<file path="src/design/mcu_timing_pkg.sv">
// Purpose: Shared constants and types of the instruction timing core.
// Assumes: One system clock, program memory with a same-cycle read path.
// Notes: Cycle figures are counts of system clocks, not machine cycles.
package mcu_timing_pkg;

  // Clock rate and limits
  localparam int unsigned CLK_SYS_MHZ = 125;
  localparam int unsigned MAX_CORE_MHZ = 24;
  localparam int unsigned PEAK_MEGA_INSTR_PER_SEC = MAX_CORE_MHZ;
  localparam int unsigned INSTR_COUNT = 109;
  localparam logic [3:0] MAX_INSTR_CYCLES = 4'h8;

  // Reset values
  localparam logic [15:0] PC_RESET = 16'h0000;
  localparam logic [7:0] BYTE_RESET = 8'h00;

  // Opcodes with their own timing figures
  localparam logic [7:0] OPC_NOP = 8'h00;
  localparam logic [7:0] OPC_JC = 8'h40;
  localparam logic [7:0] OPC_ORL_DIR_IMM = 8'h43;
  localparam logic [7:0] OPC_INC_DIR = 8'h05;
  localparam logic [7:0] OPC_ADD_IND0 = 8'h26;
  localparam logic [7:0] OPC_ADD_DIR = 8'h25;
  localparam logic [7:0] OPC_DIV = 8'h84;
  localparam logic [7:0] OPC_INC_DATA_PTR = 8'hA3;
  localparam logic [7:0] OPC_UNDEFINED = 8'hA5;

  typedef enum logic [3:0] {
    ALU_NONE = 4'h0,
    ALU_INC = 4'h1,
    ALU_DEC = 4'h2,
    ALU_ADD = 4'h3,
    ALU_ADDC = 4'h4,
    ALU_ORL = 4'h5,
    ALU_ANL = 4'h6,
    ALU_XRL = 4'h7,
    ALU_SUBB = 4'h8
  } alu_op_t;

  typedef enum logic [2:0] {
    OPND_NONE = 3'h0,
    OPND_ACC = 3'h1,
    OPND_REG = 3'h2,
    OPND_DIRECT = 3'h3,
    OPND_INDIRECT = 3'h4,
    OPND_IMM = 3'h5,
    OPND_DATA_PTR = 3'h6
  } opnd_mode_t;

  typedef enum logic [1:0] {
    ST_IDLE = 2'b00,
    ST_EXEC = 2'b01
  } core_state_t;

endpackage : mcu_timing_pkg

</file>
<file path="src/design/mcu_opcode_decoder.sv">
// Purpose: Classify one opcode: length, clocks, branch kind, operation and operands.
// Assumes: Standard 8-bit controller opcode map; A5 is the single undefined code.
// Notes: Purely combinational.
`timescale 1ns/1ps
module mcu_opcode_decoder
  import mcu_timing_pkg::*;
(
  input wire logic [7:0] opcode, // Opcode byte
  output logic [1:0] len, // Instruction length in bytes
  output logic [3:0] cycles, // Clocks when no branch is taken
  output logic cond, // Conditional branch, one more clock if taken
  output logic undefined, // Code outside the instruction set
  output alu_op_t alu, // Arithmetic or logic operation
  output opnd_mode_t src, // Operand source
  output opnd_mode_t dst // Result destination
);

  logic [3:0] hi;
  logic [3:0] lo;

  function automatic alu_op_t alu_of(input logic [3:0] h);
    case (h)
      4'h0: alu_of = ALU_INC;
      4'h1: alu_of = ALU_DEC;
      4'h2: alu_of = ALU_ADD;
      4'h3: alu_of = ALU_ADDC;
      4'h4: alu_of = ALU_ORL;
      4'h5: alu_of = ALU_ANL;
      4'h6: alu_of = ALU_XRL;
      4'h9: alu_of = ALU_SUBB;
      default: alu_of = ALU_NONE;
    endcase
  endfunction : alu_of

  assign hi = opcode[7:4];
  assign lo = opcode[3:0];

  always_comb begin
    len = 2'd1;
    cycles = 4'h1;
    cond = 1'b0;
    undefined = 1'b0;
    alu = ALU_NONE;
    src = OPND_NONE;
    dst = OPND_NONE;
    case (lo)
      4'h0: begin
        if (hi == 4'h0) begin
          len = 2'd1;
        end else if (hi <= 4'h3) begin
          len = 2'd3;
          cycles = 4'h3;
          cond = 1'b1;
        end else if (hi <= 4'h7) begin
          len = 2'd2;
          cycles = 4'h2;
          cond = 1'b1;
        end else if (hi == 4'h8) begin
          len = 2'd2;
          cycles = 4'h3;
        end else if (hi == 4'h9) begin
          len = 2'd3;
          cycles = 4'h3;
        end else if (hi <= 4'hD) begin
          len = 2'd2;
          cycles = 4'h2;
        end else begin
          cycles = 4'h3;
        end
      end
      4'h1: begin
        len = 2'd2;
        cycles = 4'h3;
      end
      4'h2: begin
        if (hi <= 4'h1) begin
          len = 2'd3;
          cycles = 4'h4;
        end else if (hi <= 4'h3) begin
          cycles = 4'h5;
        end else if (hi <= 4'hD) begin
          len = 2'd2;
          cycles = 4'h2;
          if (hi <= 4'h6) begin
            alu = alu_of(hi);
            src = OPND_ACC;
            dst = OPND_DIRECT;
          end
        end else begin
          cycles = 4'h3;
        end
      end
      4'h3: begin
        if (hi >= 4'h4 && hi <= 4'h6) begin
          len = 2'd3;
          cycles = 4'h3;
          alu = alu_of(hi);
          src = OPND_IMM;
          dst = OPND_DIRECT;
        end else if (hi == 4'hA) begin
          alu = ALU_INC;
          src = OPND_DATA_PTR;
          dst = OPND_DATA_PTR;
        end else if ((hi >= 4'h7 && hi <= 4'h9) || hi >= 4'hE) begin
          cycles = 4'h3;
        end
      end
      4'h4: begin
        if (hi <= 4'h1) begin
          alu = alu_of(hi);
          src = OPND_ACC;
          dst = OPND_ACC;
        end else if (hi == 4'h8) begin
          cycles = MAX_INSTR_CYCLES;
        end else if (hi == 4'hA) begin
          cycles = 4'h4;
        end else if (hi == 4'hB) begin
          len = 2'd3;
          cycles = 4'h3;
          cond = 1'b1;
        end else if (hi <= 4'h9) begin
          len = 2'd2;
          cycles = 4'h2;
          src = OPND_IMM;
          dst = OPND_ACC;
          alu = alu_of(hi);
        end
      end
      4'h5: begin
        len = 2'd2;
        cycles = 4'h2;
        src = OPND_DIRECT;
        alu = alu_of(hi);
        dst = (hi <= 4'h1) ? OPND_DIRECT : OPND_ACC;
        if (hi == 4'h7 || hi == 4'h8) begin
          len = 2'd3;
          cycles = 4'h3;
        end else if (hi == 4'hB) begin
          len = 2'd3;
          cycles = 4'h4;
          cond = 1'b1;
        end else if (hi == 4'hD) begin
          len = 2'd3;
          cycles = 4'h3;
          cond = 1'b1;
        end else if (hi == 4'hA) begin
          len = 2'd1;
          cycles = 4'h1;
          src = OPND_NONE;
          dst = OPND_NONE;
          undefined = 1'b1;
        end
      end
      4'h6, 4'h7: begin
        cycles = 4'h2;
        src = OPND_INDIRECT;
        alu = alu_of(hi);
        dst = (hi <= 4'h1) ? OPND_INDIRECT : OPND_ACC;
        if (hi == 4'h7 || hi == 4'h8 || hi == 4'hA) begin
          len = 2'd2;
        end else if (hi == 4'hB) begin
          len = 2'd3;
          cycles = 4'h4;
          cond = 1'b1;
        end
      end
      default: begin
        src = OPND_REG;
        alu = alu_of(hi);
        dst = (hi <= 4'h1) ? OPND_REG : OPND_ACC;
        if (hi == 4'h7 || hi == 4'h8 || hi == 4'hA) begin
          len = 2'd2;
          cycles = 4'h2;
        end else if (hi == 4'hB) begin
          len = 2'd3;
          cycles = 4'h3;
          cond = 1'b1;
        end else if (hi == 4'hD) begin
          len = 2'd2;
          cycles = 4'h2;
          cond = 1'b1;
        end
      end
    endcase
    if (alu == ALU_NONE && !(lo == 4'h3 && hi == 4'hA)) begin
      src = (lo >= 4'h5) ? src : OPND_NONE;
      dst = OPND_NONE;
    end
  end

endmodule : mcu_opcode_decoder

</file>
<file path="src/design/mcu_core_timing.sv">
// Purpose: Fetch and instruction timing sequencer of the 8-bit controller core.
// Assumes: CODE_DATA answers CODE_ADDR in the same cycle; datapath is on CLK_SYS.
// Notes: Opcode map follows the standard 8-bit instruction set.
// What this block does
// - Decode every opcode exactly as the standard 8-bit controller set does
// - Count and sequence all execution in single system clocks, no machine cycles
// - Most instructions take as many clocks as they have program bytes
// - Conditional branch takes one clock less when the branch is not taken
// - No instruction exceeds eight clocks; divide uses all eight
// - Arithmetic or logic with a working register: one byte, one clock
// - Arithmetic or logic with a direct byte: two bytes, two clocks
// - Arithmetic or logic through an indirect pointer: one byte, two clocks
// - Arithmetic or logic with an immediate: two bytes, two clocks
// - Increment, decrement: one clock on accumulator, register or data pointer, two otherwise
// - Data pointer increment: one byte, one clock
// - Logic of accumulator into direct byte: two bytes, two clocks, written back
// - Logic of immediate into direct byte: three bytes, three clocks
// - Run up to 24 MHz, one instruction per clock for one-clock instructions
// - Decoder holds exactly 109 instructions
`timescale 1ns/1ps
module mcu_core_timing
  import mcu_timing_pkg::*;
(
  input wire logic CLK_SYS, // System clock
  input wire logic RST_N, // Asynchronous reset, active low
  output logic [15:0] CODE_ADDR, // Program memory address
  output logic CODE_RD, // Program memory read strobe
  input wire logic [7:0] CODE_DATA, // Program memory read data
  input wire logic BRANCH_TAKEN, // Datapath: branch condition holds
  input wire logic PC_LOAD, // Datapath: load new program counter
  input wire logic [15:0] PC_NEW, // Datapath: new program counter
  output logic INSTR_START, // First clock of an instruction
  output logic INSTR_DONE, // Final clock of an instruction
  output logic [7:0] OPCODE, // Opcode of the running instruction
  output logic [7:0] OPERAND1, // Second instruction byte
  output logic [7:0] OPERAND2, // Third instruction byte
  output logic [3:0] CYCLE_IDX, // Clock index inside the instruction
  output alu_op_t ALU_OP, // Operation of the running instruction
  output opnd_mode_t SRC_MODE, // Operand source
  output opnd_mode_t DST_MODE, // Result destination
  output logic UNDEFINED_OP // Running opcode is outside the set
);

  logic rst_meta_reg;
  logic rst_sync_reg;
  logic rst_n;
  core_state_t state_reg;
  logic [15:0] pc_reg;
  logic [3:0] cyc_reg;
  logic ext_reg;
  logic [7:0] opcode_reg;
  logic [7:0] cur_op;
  logic exec;
  logic [1:0] d_len;
  logic [3:0] d_cyc;
  logic d_cond;
  logic d_undef;
  alu_op_t d_alu;
  opnd_mode_t d_src;
  opnd_mode_t d_dst;
  logic last_nt;
  logic done;

  // Reset release through two flip-flops
  always_ff @(posedge CLK_SYS or negedge RST_N) begin
    if (!RST_N) begin
      rst_meta_reg <= 1'b0;
      rst_sync_reg <= 1'b0;
    end else begin
      rst_meta_reg <= 1'b1;
      rst_sync_reg <= rst_meta_reg;
    end
  end
  assign rst_n = rst_sync_reg;

  assign exec = (state_reg == ST_EXEC);
  // Opcode is decoded straight off the bus in the first clock
  assign cur_op = (cyc_reg == 4'h0) ? CODE_DATA : opcode_reg;

  mcu_opcode_decoder u_dec (
    .opcode(cur_op),
    .len(d_len),
    .cycles(d_cyc),
    .cond(d_cond),
    .undefined(d_undef),
    .alu(d_alu),
    .src(d_src),
    .dst(d_dst)
  );

  assign last_nt = exec && !ext_reg && (cyc_reg == d_cyc - 4'h1);
  assign done = ext_reg || (last_nt && !(d_cond && BRANCH_TAKEN));

  assign CODE_RD = exec && !ext_reg && (cyc_reg < {2'b00, d_len});
  assign CODE_ADDR = pc_reg;
  assign INSTR_START = exec && (cyc_reg == 4'h0);
  assign INSTR_DONE = done;
  assign OPCODE = cur_op;
  assign CYCLE_IDX = cyc_reg;
  assign ALU_OP = d_alu;
  assign SRC_MODE = d_src;
  assign DST_MODE = d_dst;
  assign UNDEFINED_OP = exec && d_undef;

  always_ff @(posedge CLK_SYS or negedge rst_n) begin
    if (!rst_n) begin
      state_reg <= ST_IDLE;
    end else begin
      case (state_reg)
        ST_IDLE: state_reg <= ST_EXEC;
        ST_EXEC: state_reg <= ST_EXEC;
        default: state_reg <= ST_IDLE;
      endcase
    end
  end

  // One count per system clock; cleared to zero after the final clock
  always_ff @(posedge CLK_SYS or negedge rst_n) begin
    if (!rst_n) begin
      cyc_reg <= 4'h0;
    end else if (done) begin
      cyc_reg <= 4'h0;
    end else if (exec) begin
      cyc_reg <= cyc_reg + 4'h1;
    end
  end

  // Taken branch adds exactly one clock
  always_ff @(posedge CLK_SYS or negedge rst_n) begin
    if (!rst_n) begin
      ext_reg <= 1'b0;
    end else begin
      ext_reg <= last_nt && d_cond && BRANCH_TAKEN;
    end
  end

  always_ff @(posedge CLK_SYS or negedge rst_n) begin
    if (!rst_n) begin
      pc_reg <= PC_RESET;
    end else if (PC_LOAD) begin
      pc_reg <= PC_NEW;
    end else if (CODE_RD) begin
      pc_reg <= pc_reg + 16'h0001;
    end
  end

  always_ff @(posedge CLK_SYS or negedge rst_n) begin
    if (!rst_n) begin
      opcode_reg <= OPC_NOP;
      OPERAND1 <= BYTE_RESET;
      OPERAND2 <= BYTE_RESET;
    end else if (CODE_RD) begin
      if (cyc_reg == 4'h0) begin
        opcode_reg <= CODE_DATA;
      end else if (cyc_reg == 4'h1) begin
        OPERAND1 <= CODE_DATA;
      end else begin
        OPERAND2 <= CODE_DATA;
      end
    end
  end
endmodule : mcu_core_timing

</file>
<file path="config.mk">
export PLATFORM = sky130hd
export DESIGN_NAME = mcu_core_timing
export DESIGN_NICKNAME = d
export VERILOG_FILES = /design/src/design/mcu_timing_pkg.sv /design/src/design/mcu_opcode_decoder.sv /design/src/design/mcu_core_timing.sv
export SDC_FILE = /design/constraint.sdc
export NUM_CORES = 1
export LEC_CHECK = 0
export BUFFER_PORTS_ARGS = -buffer_cell sky130_fd_sc_hd__buf_2
export CAP_MARGIN = 20
export CORE_MARGIN = 3
export CORE_UTILIZATION = 60
export CTS_CLUSTER_DIAMETER = 120
export DETAILED_ROUTE_END_ITERATION = 12
export MAX_ROUTING_LAYER = met4
export PLACE_DENSITY = 0.95
export SLEW_MARGIN = 20
export SYNTH_ARGS = -nofsm -noshare
export SYNTH_HDL_FRONTEND = slang
export SYNTH_SLANG_ARGS = --single-unit
</file>
<file path="constraint.sdc">
create_clock -name CLK_SYS -period 18.64 [get_ports CLK_SYS]
set_input_delay 5.592 -clock CLK_SYS [delete_from_list [all_inputs] [get_ports CLK_SYS]]
set_output_delay 5.592 -clock CLK_SYS [all_outputs]
set_load 0.02 [all_outputs]
</file>
==> flow_summary_export.csv <==
group,metric,value,unit
global_routing,grt_pass1_vias,3637,
drt,wire_per_inst,20.5,microns
clock_network,cts_tree,"built",
pwr,peakVddDrop,0.126,mV
pwr,p_total,826,uW
logic_synthesis,ys_seq_area_frac,0.311,
final_layout,final_cell_mix,"buf_2, dfrtp_1, nand2_1",
logic_synthesis,yosys_warnings,0,
logic_synthesis,avgSynthCellArea,8.63,sq um
logic_synthesis,ys_types,71,
global_routing,track_usage,0.335,
final_layout,final_nets,552,
sta,whs,0.187,ns
die,placementRows,28,
sta,slew_headroom,0.287,
global_routing,grt_max_degree,47,
clock_network,numCtsBuffers,5,
sta,finClkSkew,0.0132,ns
logic_synthesis,ys_seq_elements,48,
drt,drc,0,
drt,postRouteAntennaNets,0,
placed_design,dp_worst_setup_slack,3.04,ns
sta,tightest_slew,1.04,ns
sta,finalHoldViolations,0,
clock_network,clock_latency,0.31,ns
sta,fin_setup_tns,0,ns
status,status,"finished clean",
worst_setup_path,required,13.05,ns
drt,drt-initial-drc-count,471,
global_routing,grt_antenna_before_repair,0,
final_layout,largest_reg_flops,16,
final_layout,final_common_cell,"buf_2",
clock_network,cts_buffer_depth,2,
clock_network,cts_hold_repair.buffers,0,
final_layout,area_growth,14.3,%
worst_setup_path,slowest_delay,0.82,ns
min_path,hold_class,"flop to asynchronous set/reset pin",
die,num_io_pins,86,
final_layout,drive_gt1_frac,0.288,
worst_setup_path,cp_max_fo,16,
worst_setup_path,crit_chain,"buf_2 -> mux2i_1 -> inv_1 -> ha_1 -> nor3_1 -> o21a_1 -> nor2_1 -> a2111oi_0 -> a41o_1 -> ha_1 -> o211a_1 -> o221ai_2 -> nor4_4 -> nor2_2 -> buf_2",
clock_network,cts-root-buf,"clkbuf_8",
die,die-area,7430,sq um
logic_synthesis,synthCells,447,
placed_design,io_buffers,85,
worst_setup_path,cp_top_family,"compound AO/OA/AOI/OAI gates",
worst_setup_path,crit_slowest_cell,"mux2i_1",
sta,rsz0062_at_grt,"false",
sta,postLayoutSetupSlackWorst,2.98,ns
global_routing,grt.overflow.total,0,
sta,setup_violations,0,
worst_setup_path,critPathKind,"input port to output pin",
pwr,power_leakage,1.94,nW
worst_setup_path,rrSetupSlack,12.03,ns
clock_network,postCtsSetupBuffers,0,
die,initial_core_util,0.637,
clock_network,cts_resized,0,
drt,num_vias,3913,
sta,fin_crit_sh,0.840,
logic_synthesis,synth_edf_count,0,
clock_network,clock-sinks,48,
die,coreArea,6060,sq um
drt,firstDrtPassIters,8,
worst_setup_path,crit_buf_inv,3,
worst_setup_path,critPathLaunchType,"input port",
drt,finalWirelength,12200,microns
run,cap_violations,0,
placed_design,hpwl,8990,microns
logic_synthesis,netlist_area,3860,sq um
logic_synthesis,synth-main-ff-cell,"dfrtp_1",
drt,vias_per_cell,6.61,
sta,max_freq,0.0639,GHz
sta,report.final.slew_viol_count,0,
worst_setup_path,cp-end-kind,"output pin",
placed_design,gp_congestion,1.02,
die,die_w,86.2,microns
die,die_h,86.2,microns
logic_synthesis,async_reset_ff_frac,1.00,
clock_network,clkTransAtPathRegs,0.11,ns
clock_network,h-tree-depth,2,
final_layout,antenna_cells,0,
sta,fin_crit,15.66,ns
worst_setup_path,worstPathArrival,10.07,ns
global_routing,grt_pass1_wl,19100,microns
pwr,power_density,187,nW/um^2
[report_power, final]
| part | internal (mW) | switching [mW] | total, mW | leakage, nW |
|---|---|---|---|---|
| combinational | 0.217 | 0.342 | 0.559 | 1.31 |
| clock | 0.0405 | 0.0400 | 0.0805 | 0.0548 |
| sequential | 0.139 | 0.0471 | 0.186 | 0.576 |
| total | 0.396 | 0.430 | 0.826 | 1.94 |
[cell type report]
type                    count  area [sq um]
clock buffers               5          68.8
clock inverters             3          46.3
fillers                   442          1650
inverters                  14          52.6
multi-input cells         356          2460
flip-flops and latches     48          1200
well taps                  75          93.8
repair buffers             91           483
[stage by stage]
| stage | std cells | utilization | instance area [sq um] |
|---|---|---|---|
| 2_1_floorplan | 448 | - | 3860 |
| 4_1_cts | 591 | 0.724 | 4390 |
| 6_report | 592 | 0.728 | 4410 |
| 5_1_grt | 592 | 0.728 | 4410 |
| 3_5_place_dp | 583 | 0.705 | 4280 |
| 3_3_place_gp | 583 | 0.705 | 4280 |
[worst register-to-register path: cells and delay by family (launching register included)]
kind | cells | cell delay, ns
adder cells (fa/ha/maj) | 3 | 0.76
AND/OR/NAND/NOR | 4 | 1.27
flip-flops | 1 | 0.51
buffers and inverters | 4 | 1.09
AO/OA/AOI/OAI | 7 | 2.00
multiplexers | 2 | 0.89
[per-layer routing]
metal  vias up  wire length (microns)  GRT usage
li1       1770                      -          -
met1      1846                   4890      0.444
met2       255                   5700      0.528
met3        42                   1170     0.0665
met4         0                    412     0.0850
met5         -                      0          -
[path summary, 6_finish.rpt]
kind                              start           to  cells after the start
min                               rst_n  OPERAND2[7]                      0
max                        CODE_DATA[4]      CODE_RD                     15
min in group CLK_SYS       rst_meta_reg        rst_n                      0
max reg2reg                CYCLE_IDX[0]  OPERAND2[5]                     20
min reg2reg                       rst_n  OPERAND2[7]                      0
max in group asynchronous         RST_N        rst_n                      1
[cells by family after synthesis]
kind of cell	Yosys count	synth area share
other	1	0.000972
adder cells (fa/ha/maj)	8	0.0259
buffers and inverters	44	0.0525
AND/OR/NAND/NOR	188	0.267
multiplexers	41	0.130
XOR/XNOR	19	0.0431
flip-flops	48	0.311
AO/OA/AOI/OAI	98	0.169
[cells in the mapped netlist, drive strengths merged (8+ instances only)]
library cell,count,area [sq um]
inv,14,52.6
buf,13,86.3
ha,8,100
dfrtp,48,1200
mux2,26,323
a21oi,25,125
nand2,39,149
nand4,9,56.3
nor2b,8,50.1
nor4,13,109
nand3,19,95.1
o21ai,28,140
and3,8,50.1
xnor2,16,140
nor2,30,115
nor3,20,100
mux2i,15,179
clkbuf,17,63.8
(Power assumes the default switching activity.)
